**config.mk**
```make
export PLATFORM = sky130hd
export DESIGN_NAME = rps_top
export DESIGN_NICKNAME = d
export VERILOG_FILES = /design/src/design/rps_pkg.sv /design/src/design/rps_top.sv
export SDC_FILE = /design/constraint.sdc
export NUM_CORES = 1
export LEC_CHECK = 0
export BUFFER_PORTS_ARGS = -buffer_cell sky130_fd_sc_hd__clkbuf_2
export CORE_MARGIN = 2
export CORE_UTILIZATION = 57
export DETAILED_ROUTE_END_ITERATION = 16
export PLACE_DENSITY = 0.85
export SYNTH_ARGS = -nofsm -noshare
export SYNTH_HDL_FRONTEND = slang
export SYNTH_SLANG_ARGS = --single-unit
```
**constraint.sdc**
```tcl
create_clock -name core_clk -period 5.2 [get_ports core_clk]
set_clock_uncertainty 0.1 [all_clocks]
set_input_delay 0.78 -clock core_clk [delete_from_list [all_inputs] [get_ports core_clk]]
set_output_delay 0.78 -clock core_clk [all_outputs]
set_load 0.1 [all_outputs]
```
**src/design/rps_pkg.sv**
```systemverilog
`default_nettype none
package rps_pkg;

  localparam int SEL_W  = 5;
  localparam int REG_W  = 16;
  localparam int ADDR_W = 4;

  // Register offsets.
  localparam logic [3:0] OFS_IN_ROUTE  = 4'h0;
  localparam logic [3:0] OFS_OUT_ROUTE = 4'h1;
  localparam logic [3:0] OFS_LOCK      = 4'h2;

  // Field positions.
  localparam int IN_SEL_LSB   = 0;
  localparam int PIN0_SEL_LSB = 0;
  localparam int PIN1_SEL_LSB = 8;
  localparam int LOCK_BIT     = 0;

  // Reset values and the null output code.
  localparam logic [4:0] IN_SEL_RST  = 5'h1f;
  localparam logic [4:0] OUT_SEL_RST = 5'h00;
  localparam logic [4:0] OUT_NULL    = 5'h00;

  typedef struct packed {
    logic [ADDR_W-1:0] addr;
    logic [REG_W-1:0]  wdata;
    logic              wr;
    logic              rd;
  } rps_bus_req_t;

endpackage : rps_pkg
`default_nettype wire

```
**src/design/rps_top.sv**
```systemverilog
`timescale 1ns/1ps
`default_nettype none
module rps_top #(
  parameter int NUM_PINS  = 26,
  parameter int NUM_FUNCS = 32
) (
  input  wire logic                     core_clk,
  input  wire logic                     rst_n,
  input  wire logic                     clk_en,
  input  wire rps_pkg::rps_bus_req_t    bus_req,
  output var  logic [rps_pkg::REG_W-1:0] rd_data,
  input  wire logic [NUM_PINS-1:0]      remappable_pin_in,
  input  wire logic [NUM_FUNCS-1:0]     periph_out,
  output var  logic                     spi_slave_select_input,
  output var  logic                     remappable_pin_zero,
  output var  logic                     remappable_pin_one,
  output var  logic                     remappable_pin_zero_oe,
  output var  logic                     remappable_pin_one_oe,
  output var  logic                     pin_config_lock
);

  logic [rps_pkg::SEL_W-1:0] slave_select_input_pin_sel;
  logic [rps_pkg::SEL_W-1:0] pin0_output_function_sel;
  logic [rps_pkg::SEL_W-1:0] pin1_output_function_sel;
  logic [NUM_PINS-1:0]       pin_meta;
  logic [NUM_PINS-1:0]       pin_sync;

  // Codes past the last real source fall back to a fixed level, so an unused code never floats.
  function automatic logic pick(input logic [NUM_FUNCS-1:0]     v,
                                input logic [rps_pkg::SEL_W-1:0] s,
                                input int                        lim,
                                input logic                      dflt);
    pick = (int'(s) < lim) ? v[s] : dflt;
  endfunction : pick

  // Bits that a register really holds; every other position must read back as zero.
  function automatic logic [rps_pkg::REG_W-1:0] live_bits(input logic [rps_pkg::ADDR_W-1:0] a);
    logic [rps_pkg::REG_W-1:0] ones;
    ones = rps_pkg::REG_W'({rps_pkg::SEL_W{1'b1}});
    case (a)
      rps_pkg::OFS_IN_ROUTE:  live_bits = ones << rps_pkg::IN_SEL_LSB;
      rps_pkg::OFS_OUT_ROUTE: live_bits =
        (ones << rps_pkg::PIN1_SEL_LSB) | (ones << rps_pkg::PIN0_SEL_LSB);
      rps_pkg::OFS_LOCK:      live_bits = rps_pkg::REG_W'(1'b1) << rps_pkg::LOCK_BIT;
      default:                live_bits = '0;
    endcase
  endfunction : live_bits

  wire logic sel_wr_ok  = bus_req.wr && !pin_config_lock;
  wire logic wr_in      = sel_wr_ok && bus_req.addr == rps_pkg::OFS_IN_ROUTE;
  wire logic wr_out     = sel_wr_ok && bus_req.addr == rps_pkg::OFS_OUT_ROUTE;
  wire logic wr_lock    = bus_req.wr && bus_req.addr == rps_pkg::OFS_LOCK;
  wire logic [NUM_FUNCS-1:0] pins_wide = NUM_FUNCS'(pin_sync);
  wire logic ss_next    =
    pick(pins_wide, slave_select_input_pin_sel, NUM_PINS, 1'b1);
  wire logic [NUM_FUNCS-1:0] fn_vec = {periph_out[NUM_FUNCS-1:1], 1'b0};
  wire logic p0_next    = pick(fn_vec, pin0_output_function_sel, NUM_FUNCS, 1'b0);
  wire logic p1_next    = pick(fn_vec, pin1_output_function_sel, NUM_FUNCS, 1'b0);
  wire logic p0_oe_next = pin0_output_function_sel != rps_pkg::OUT_NULL;
  wire logic p1_oe_next = pin1_output_function_sel != rps_pkg::OUT_NULL;

  // Zero-filled read words keep reserved bits at zero.
  wire logic [rps_pkg::REG_W-1:0] rd_in   = rps_pkg::REG_W'(slave_select_input_pin_sel);
  wire logic [rps_pkg::REG_W-1:0] rd_out  =
    (rps_pkg::REG_W'(pin1_output_function_sel) << rps_pkg::PIN1_SEL_LSB) |
    (rps_pkg::REG_W'(pin0_output_function_sel) << rps_pkg::PIN0_SEL_LSB);
  wire logic [rps_pkg::REG_W-1:0] rd_lock = rps_pkg::REG_W'(pin_config_lock);
  wire logic [rps_pkg::REG_W-1:0] next_rd_data =
    !bus_req.rd                                 ? '0 :
    bus_req.addr == rps_pkg::OFS_IN_ROUTE       ? rd_in :
    bus_req.addr == rps_pkg::OFS_OUT_ROUTE      ? rd_out :
    bus_req.addr == rps_pkg::OFS_LOCK           ? rd_lock : '0;

  // Pins come from outside the clock domain, so they pass two stages first.
  always_ff @(posedge core_clk)
  begin
    if (!rst_n)
    begin
      pin_meta <= '1;
      pin_sync <= '1;
    end
    else if (clk_en)
    begin
      pin_meta <= remappable_pin_in;
      pin_sync <= pin_meta;
    end
  end

  always_ff @(posedge core_clk)
  begin
    if (!rst_n)
    begin
      slave_select_input_pin_sel <= rps_pkg::IN_SEL_RST;
      pin0_output_function_sel   <= rps_pkg::OUT_SEL_RST;
      pin1_output_function_sel   <= rps_pkg::OUT_SEL_RST;
      pin_config_lock            <= 1'b0;
    end
    else if (clk_en)
    begin
      if (wr_in)
        slave_select_input_pin_sel <= bus_req.wdata[rps_pkg::IN_SEL_LSB +: rps_pkg::SEL_W];
      if (wr_out)
      begin
        pin1_output_function_sel <= bus_req.wdata[rps_pkg::PIN1_SEL_LSB +: rps_pkg::SEL_W];
        pin0_output_function_sel <= bus_req.wdata[rps_pkg::PIN0_SEL_LSB +: rps_pkg::SEL_W];
      end
      if (wr_lock)
        pin_config_lock <= bus_req.wdata[rps_pkg::LOCK_BIT];
    end
  end

  always_ff @(posedge core_clk)
  begin
    if (!rst_n)
    begin
      rd_data                <= '0;
      spi_slave_select_input <= 1'b1;
      remappable_pin_zero    <= 1'b0;
      remappable_pin_one     <= 1'b0;
      remappable_pin_zero_oe <= 1'b0;
      remappable_pin_one_oe  <= 1'b0;
    end
    else if (clk_en)
    begin
      rd_data                <= next_rd_data;
      spi_slave_select_input <= ss_next;
      remappable_pin_zero    <= p0_next;
      remappable_pin_one     <= p1_next;
      remappable_pin_zero_oe <= p0_oe_next;
      remappable_pin_one_oe  <= p1_oe_next;
    end
  end

  AST_LOCKED_HOLD: assert property (@(posedge core_clk) disable iff (!rst_n)
    clk_en && pin_config_lock && bus_req.wr |=> $stable(pin0_output_function_sel)
      && $stable(pin1_output_function_sel) && $stable(slave_select_input_pin_sel))
    else $error("Selector changed while locked.");

  AST_UNLOCKED_WRITE: assert property (@(posedge core_clk) disable iff (!rst_n)
    clk_en && !pin_config_lock && bus_req.wr && bus_req.addr == rps_pkg::OFS_OUT_ROUTE
      |=> pin1_output_function_sel
        == $past(bus_req.wdata[rps_pkg::PIN1_SEL_LSB +: rps_pkg::SEL_W])
      && pin0_output_function_sel
        == $past(bus_req.wdata[rps_pkg::PIN0_SEL_LSB +: rps_pkg::SEL_W]))
    else $error("Unlocked output-route write not stored.");

  AST_IN_WRITE: assert property (@(posedge core_clk) disable iff (!rst_n)
    clk_en && !pin_config_lock && bus_req.wr && bus_req.addr == rps_pkg::OFS_IN_ROUTE
      |=> slave_select_input_pin_sel
        == $past(bus_req.wdata[rps_pkg::IN_SEL_LSB +: rps_pkg::SEL_W]))
    else $error("Input-route write not stored.");

  AST_LOCK_WRITE: assert property (@(posedge core_clk) disable iff (!rst_n)
    clk_en && bus_req.wr && bus_req.addr == rps_pkg::OFS_LOCK
      |=> pin_config_lock == $past(bus_req.wdata[rps_pkg::LOCK_BIT]))
    else $error("Lock bit write not stored.");

  AST_OUT_HOLD: assert property (@(posedge core_clk) disable iff (!rst_n)
    clk_en && !(bus_req.wr && bus_req.addr == rps_pkg::OFS_OUT_ROUTE)
      |=> $stable(pin0_output_function_sel) && $stable(pin1_output_function_sel))
    else $error("Output selectors changed without a write.");

  AST_NULL_OFF: assert property (@(posedge core_clk) disable iff (!rst_n)
    clk_en && pin0_output_function_sel == rps_pkg::OUT_NULL
      |=> !remappable_pin_zero_oe && !remappable_pin_zero)
    else $error("Null selector drives pin zero.");

  AST_NULL_OFF_ONE: assert property (@(posedge core_clk) disable iff (!rst_n)
    clk_en && pin1_output_function_sel == rps_pkg::OUT_NULL
      |=> !remappable_pin_one_oe && !remappable_pin_one)
    else $error("Null selector drives pin one.");

  AST_PIN0_FUNC: assert property (@(posedge core_clk) disable iff (!rst_n)
    clk_en && pin0_output_function_sel != rps_pkg::OUT_NULL
      |=> remappable_pin_zero_oe
      && remappable_pin_zero == $past(periph_out[pin0_output_function_sel]))
    else $error("Pin zero does not carry its selected function.");

  AST_PIN1_FUNC: assert property (@(posedge core_clk) disable iff (!rst_n)
    clk_en && pin1_output_function_sel != rps_pkg::OUT_NULL
      |=> remappable_pin_one_oe
      && remappable_pin_one == $past(periph_out[pin1_output_function_sel]))
    else $error("Pin one does not carry its selected function.");

  AST_NO_PIN_IDLE: assert property (@(posedge core_clk) disable iff (!rst_n)
    clk_en && int'(slave_select_input_pin_sel) >= NUM_PINS |=> spi_slave_select_input)
    else $error("Code past the last pin does not idle high.");

  AST_PIN_ZERO: assert property (@(posedge core_clk) disable iff (!rst_n)
    clk_en && slave_select_input_pin_sel == 5'h00 |=> spi_slave_select_input == $past(pin_sync[0]))
    else $error("Code zero does not follow pin zero.");

  AST_PIN_ONE: assert property (@(posedge core_clk) disable iff (!rst_n)
    clk_en && slave_select_input_pin_sel == 5'h01 |=> spi_slave_select_input == $past(pin_sync[1]))
    else $error("Code one does not follow pin one.");

  AST_RD_IN_ZERO: assert property (@(posedge core_clk) disable iff (!rst_n)
    clk_en && bus_req.rd |=> (rd_data & ~live_bits($past(bus_req.addr))) == '0)
    else $error("Reserved bits read nonzero.");

  AST_RD_IDLE: assert property (@(posedge core_clk) disable iff (!rst_n)
    clk_en && !bus_req.rd |=> rd_data == '0)
    else $error("Read data not zero outside a read.");

  AST_RD_IN: assert property (@(posedge core_clk) disable iff (!rst_n)
    clk_en && bus_req.rd && bus_req.addr == rps_pkg::OFS_IN_ROUTE
      |=> rd_data[rps_pkg::IN_SEL_LSB +: rps_pkg::SEL_W] == $past(slave_select_input_pin_sel))
    else $error("Input-route readback wrong.");

  AST_LOCK_READ: assert property (@(posedge core_clk) disable iff (!rst_n)
    clk_en && bus_req.rd && bus_req.addr == rps_pkg::OFS_LOCK
      |=> rd_data == rps_pkg::REG_W'($past(pin_config_lock)))
    else $error("Lock readback wrong.");

  AST_RD_OUT: assert property (@(posedge core_clk) disable iff (!rst_n)
    clk_en && bus_req.rd && bus_req.addr == rps_pkg::OFS_OUT_ROUTE
      |=> rd_data[rps_pkg::PIN1_SEL_LSB +: rps_pkg::SEL_W] == $past(pin1_output_function_sel)
      && rd_data[rps_pkg::PIN0_SEL_LSB +: rps_pkg::SEL_W] == $past(pin0_output_function_sel))
    else $error("Output-route readback wrong.");

  AST_FREEZE: assert property (@(posedge core_clk) disable iff (!rst_n)
    !clk_en |=> $stable(rd_data) && $stable(spi_slave_select_input)
      && $stable(remappable_pin_zero) && $stable(remappable_pin_one)
      && $stable(pin_config_lock) && $stable(slave_select_input_pin_sel) && $stable(pin_sync))
    else $error("State moved while the clock enable was low.");

endmodule : rps_top
`default_nettype wire

```
* Word level (Yosys, flattened, before mapping)
Index checks and enable logic that the tools add are counted.
Word-level totals: flip-flop bits (word level) 89, output and inout bits 22
Cells by class: $lt $le $gt $ge 4, reductions and logical operators 11, eq/ne operators 2, muxes and demuxes 11, bitwise operators 1
Operator list (count):
- $mux 13 | 3
- $lt 5x6->1 const B | 3
- $bmux 1 s5 | 3
- $or 13x5->13 | 1
- $reduce_bool 5->1 | 2
- $reduce_and 2->1 | 3
- $lt 5x5->1 const B | 1
- $mux 1 | 5
- $eq 4x1->1 const B | 1
- $eq 4x2->1 const B | 1
- $logic_and 1x1->1 | 4
- $logic_not 4->1 | 1
- $logic_not 1->1 | 1

* Logic depth before layout (Yosys ltp)
depth in word-level cells 5, depth in mapped cells 7, mapped depth without buffers 5

* Least setup slack after synthesis
OpenSTA, ideal clock, no wires.
path kind reg-to-reg, start point register pin_config_lock, end point register rd_data[0] (netlist bit), cell stages (with the launch flop) 5, required time 5.024 ns, slack 3.210 ns, buffers on the path 0, data arrival time 1.814 ns, library setup time 0.076 ns, cells stage by stage dfxtp_1 nand2_1 a2111oi_0 o221ai_1 a21boi_0
Between the ends: word-level cells in the longest chain between the ends 4
Ends and longest elaborated chain:
- start: declaration | line rps_top.sv:19 | output var logic pin_config_lock
- start signal: assignment | line rps_top.sv:108 | pin_config_lock <= bus_req.wdata[rps_pkg::LOCK_BIT];
- $mux 1 | line rps_top.sv:72 | bus_req.addr == rps_pkg::OFS_LOCK ? rd_lock : '0;
- $mux 13 | line rps_top.sv:71 | bus_req.addr == rps_pkg::OFS_OUT_ROUTE ? rd_out :
- $mux 13 | line rps_top.sv:70 | bus_req.addr == rps_pkg::OFS_IN_ROUTE ? rd_in :
- $mux 13 | line rps_top.sv:69 | !bus_req.rd ? '0 :
- end signal: assignment | line rps_top.sv:125 | rd_data <= next_rd_data;
- end: declaration | line rps_top.sv:11 | output var logic [rps_pkg::REG_W-1:0] rd_data,
No other way between the ends. A chain may end at the register's enable or synchronous reset.

==> impl_metrics.ini <==
[run_status]
status = completed

[global_routing]
grt.total_usage_pct = 23.1
grt_pass1_vias = 3047
grt_max_degree = 60
antenna_found_initial = 0
grt.overflow.total = 0
grt_pass1_wl_um = 13800

[route]
routed_via_density = 5.54
drc_errors = 0
detail-route-antenna-nets = 0
drt_pre_antenna_iters = 5
post_drt_wl_per_cell_um = 15.3
drt_iter0_markers = 118
routed_wl_um = 8770
num_vias = 3177

[synthesis]
syn_area_um2 = 4030
ys.flop_type = dfxtp_1
synth_edf_count = 0
post_synth.cell_area_avg_um2 = 10.2
ys_seq_area_share_pct = 41.2
ys_ff_latch = 83
async_reset_ff_share_pct = 0
ys_warn_count = 0
syn-instance-count = 397
synth_cell_type_count = 38

[sta]
min_period_ns = 2.69
worst_pin_slew_ns = 0.896
max_freq_mhz = 372
finalHoldViolCount = 0
post-route-period-util_pct = 51.7
rsz0062_at_grt = no
setup_viol = 0
fin_setup_tns_ns = 0
relSlewSlack_pct = 40.2
worst_slack_ns = 2.51
slew_violations = 0

[clocking]
clockBufferDepth = 2
cts_sinks = 83
cts_buffers = 9
h-tree-depth = 3
clk_latency_ns = 0.35
cts_hold_buf = 0
clkTransAtPathRegs_ns = 0.09
clockRootBuffer = clkbuf_8
cts_tree = yes
ctsResizeCount = 0
post_cts_buffers = 0

[setup_path]
setup.worst_path.start_class = input port
reg2reg_depth = 5
end_kind = register
critical_path.slowest_cell = buf_4
crit_type = in2reg
reg2reg_slack_ns = 3.06
startpoint = clk_en
worstReg2RegStart = pin0_output_function_sel[0]
crit_chain = buf_4 -> buf_4 -> nand2_1 -> a2111oi_0 -> o221ai_1 -> a21boi_0
worstPathRequired_ns = 5.39
cp_max_fo = 59
cp.depth = 6
cp.arrival_ns = 2.87
r2r_end = remappable_pin_zero
cp_common_cell = buf_4
critPathTopFamily = compound AO/OA/AOI/OAI gates
max_stage_delay_ns = 0.74
setup.worst_path.end = rd_data[0]
worst-path-buf-inv = 2

[die]
die_height_um = 88.1
die_x_um = 88.1
dieArea_um2 = 7760
initial_core_util_pct = 59.0
core_area_um2 = 6830
pin_count = 105
rows = 30

[place]
dp.cells = 557
gp_congestion = 0.859
numPortBuffers = 91
hpwlAfterDp_um = 6120
dp_slack_ns = 2.22

[job]
max_cap_violations = 0

[cells_and_area]
syn_to_final_growth_pct = 15.8
final_cell_mix = 90 x clkbuf_2, 83 x mux2i_1, 83 x dfxtp_1
multi_input_area_um2 = 2170
register_area_um2 = 1660
fin_util_pct = 68.3
fillers = 575
n_antenna_cell = 0
drive_gt1_share_pct = 26.2
nets = 555
fin_cells = 573
layout_commonest_cell = clkbuf_2

[power_and_ir_drop]
power_density_nw_per_um2 = 288
total_power_w = 0.00134
ir_drop_mv = 0.234
p_leak_nw = 2.11

[hold_path]
hold_class = reg2reg
worst min-delay path by stage:
stage | start | end | slack (ns) | cells after the start
after CTS | pin_sync[22] | pin_sync[22] | 0.38 | 2
after global routing | pin_sync[1] | pin_sync[1] | 0.40 | 2
final | pin_sync[22] | pin_sync[22] | 0.38 | 2
after global placement | pin_sync[22] | pin_sync[22] | 0.35 | 2
after floorplan | pin_sync[22] | pin_sync[22] | 0.33 | 2
after detailed placement | pin_sync[16] | pin_sync[16] | 0.36 | 2
synthesized netlist by cell type, types with 4 or more instances:
library cell  instances  area share (%)
a21oi_1               5            0.62
buf_2                11             1.4
buf_4                 6             1.1
buf_6                 5             1.4
clkbuf_1             12             1.1
dfxtp_1              83              41
inv_1                 6            0.56
mux2_2                6             1.7
mux2i_1              83              21
mux4_1                8             5.2
mux4_2                5             2.8
nand2_1              74             6.9
nand3_1               8            0.99
nand3b_1              5            0.93
nor2_1                7            0.65
nor2b_1              26             4.0
nor3_1                4            0.50
o21ai_0               5            0.62
metrics by stage:
stage | instance area [um^2] | hold slack (ns)
2_1_floorplan | 4050 | 0.333
3_3_place_gp | 4440 | 0.348
3_5_place_dp | 4440 | 0.356
4_1_cts | 4670 | 0.377
5_1_grt | 4670 | 0.398
6_report | 4670 | 0.377
tightest hold or removal path, stage by stage (launching register included):
cell and delay [ns]:
dfxtp_1 0.33, mux2i_1 0.07, nand2_1 0.06
kinds of logic after synthesis:
family,synth area share (%)
simple gates,17.0
mux,30.3
flops,41.2
buf+inv,5.55
compound gates,5.90
other cells,0.0930
area by class of cell:
cell class	count	area share, %
clock buffer	9	2.65
clock inverter	7	2.17
inverter	6	0.482
multi-input combinational	279	46.4
sequential	83	35.6
tap	96	2.57
timing repair buffer	93	10.1
registers in the layout, indices dropped and copies added (netlist names), 5 cells and up:
name,count
pin1_output_function_sel,5
pin_sync,26
slave_select_input_pin_sel,5
pin_meta,26
pin0_output_function_sel,5
rd_data,10
where the power goes:
part           total (W)  switching (W)  internal (W)
registers       0.000672      0.0000149      0.000657
clock network   0.000514       0.000241      0.000273
logic           0.000157      0.0000914     0.0000651
total            0.00134       0.000347      0.000996
routing by layer:
layer / global-route usage [%] / wire length (um) / part of all wire (%) / vias to the layer above
met5: 0 / 0 / 0 / -
met4: 10.7 / 151 / 1.7 / 0
met3: 5.84 / 676 / 7.7 / 16
met2: 42.1 / 4540 / 52 / 125
met1: 25.0 / 3410 / 39 / 1486
li1: - / - / - / 1550
(Power assumes the default switching activity.)
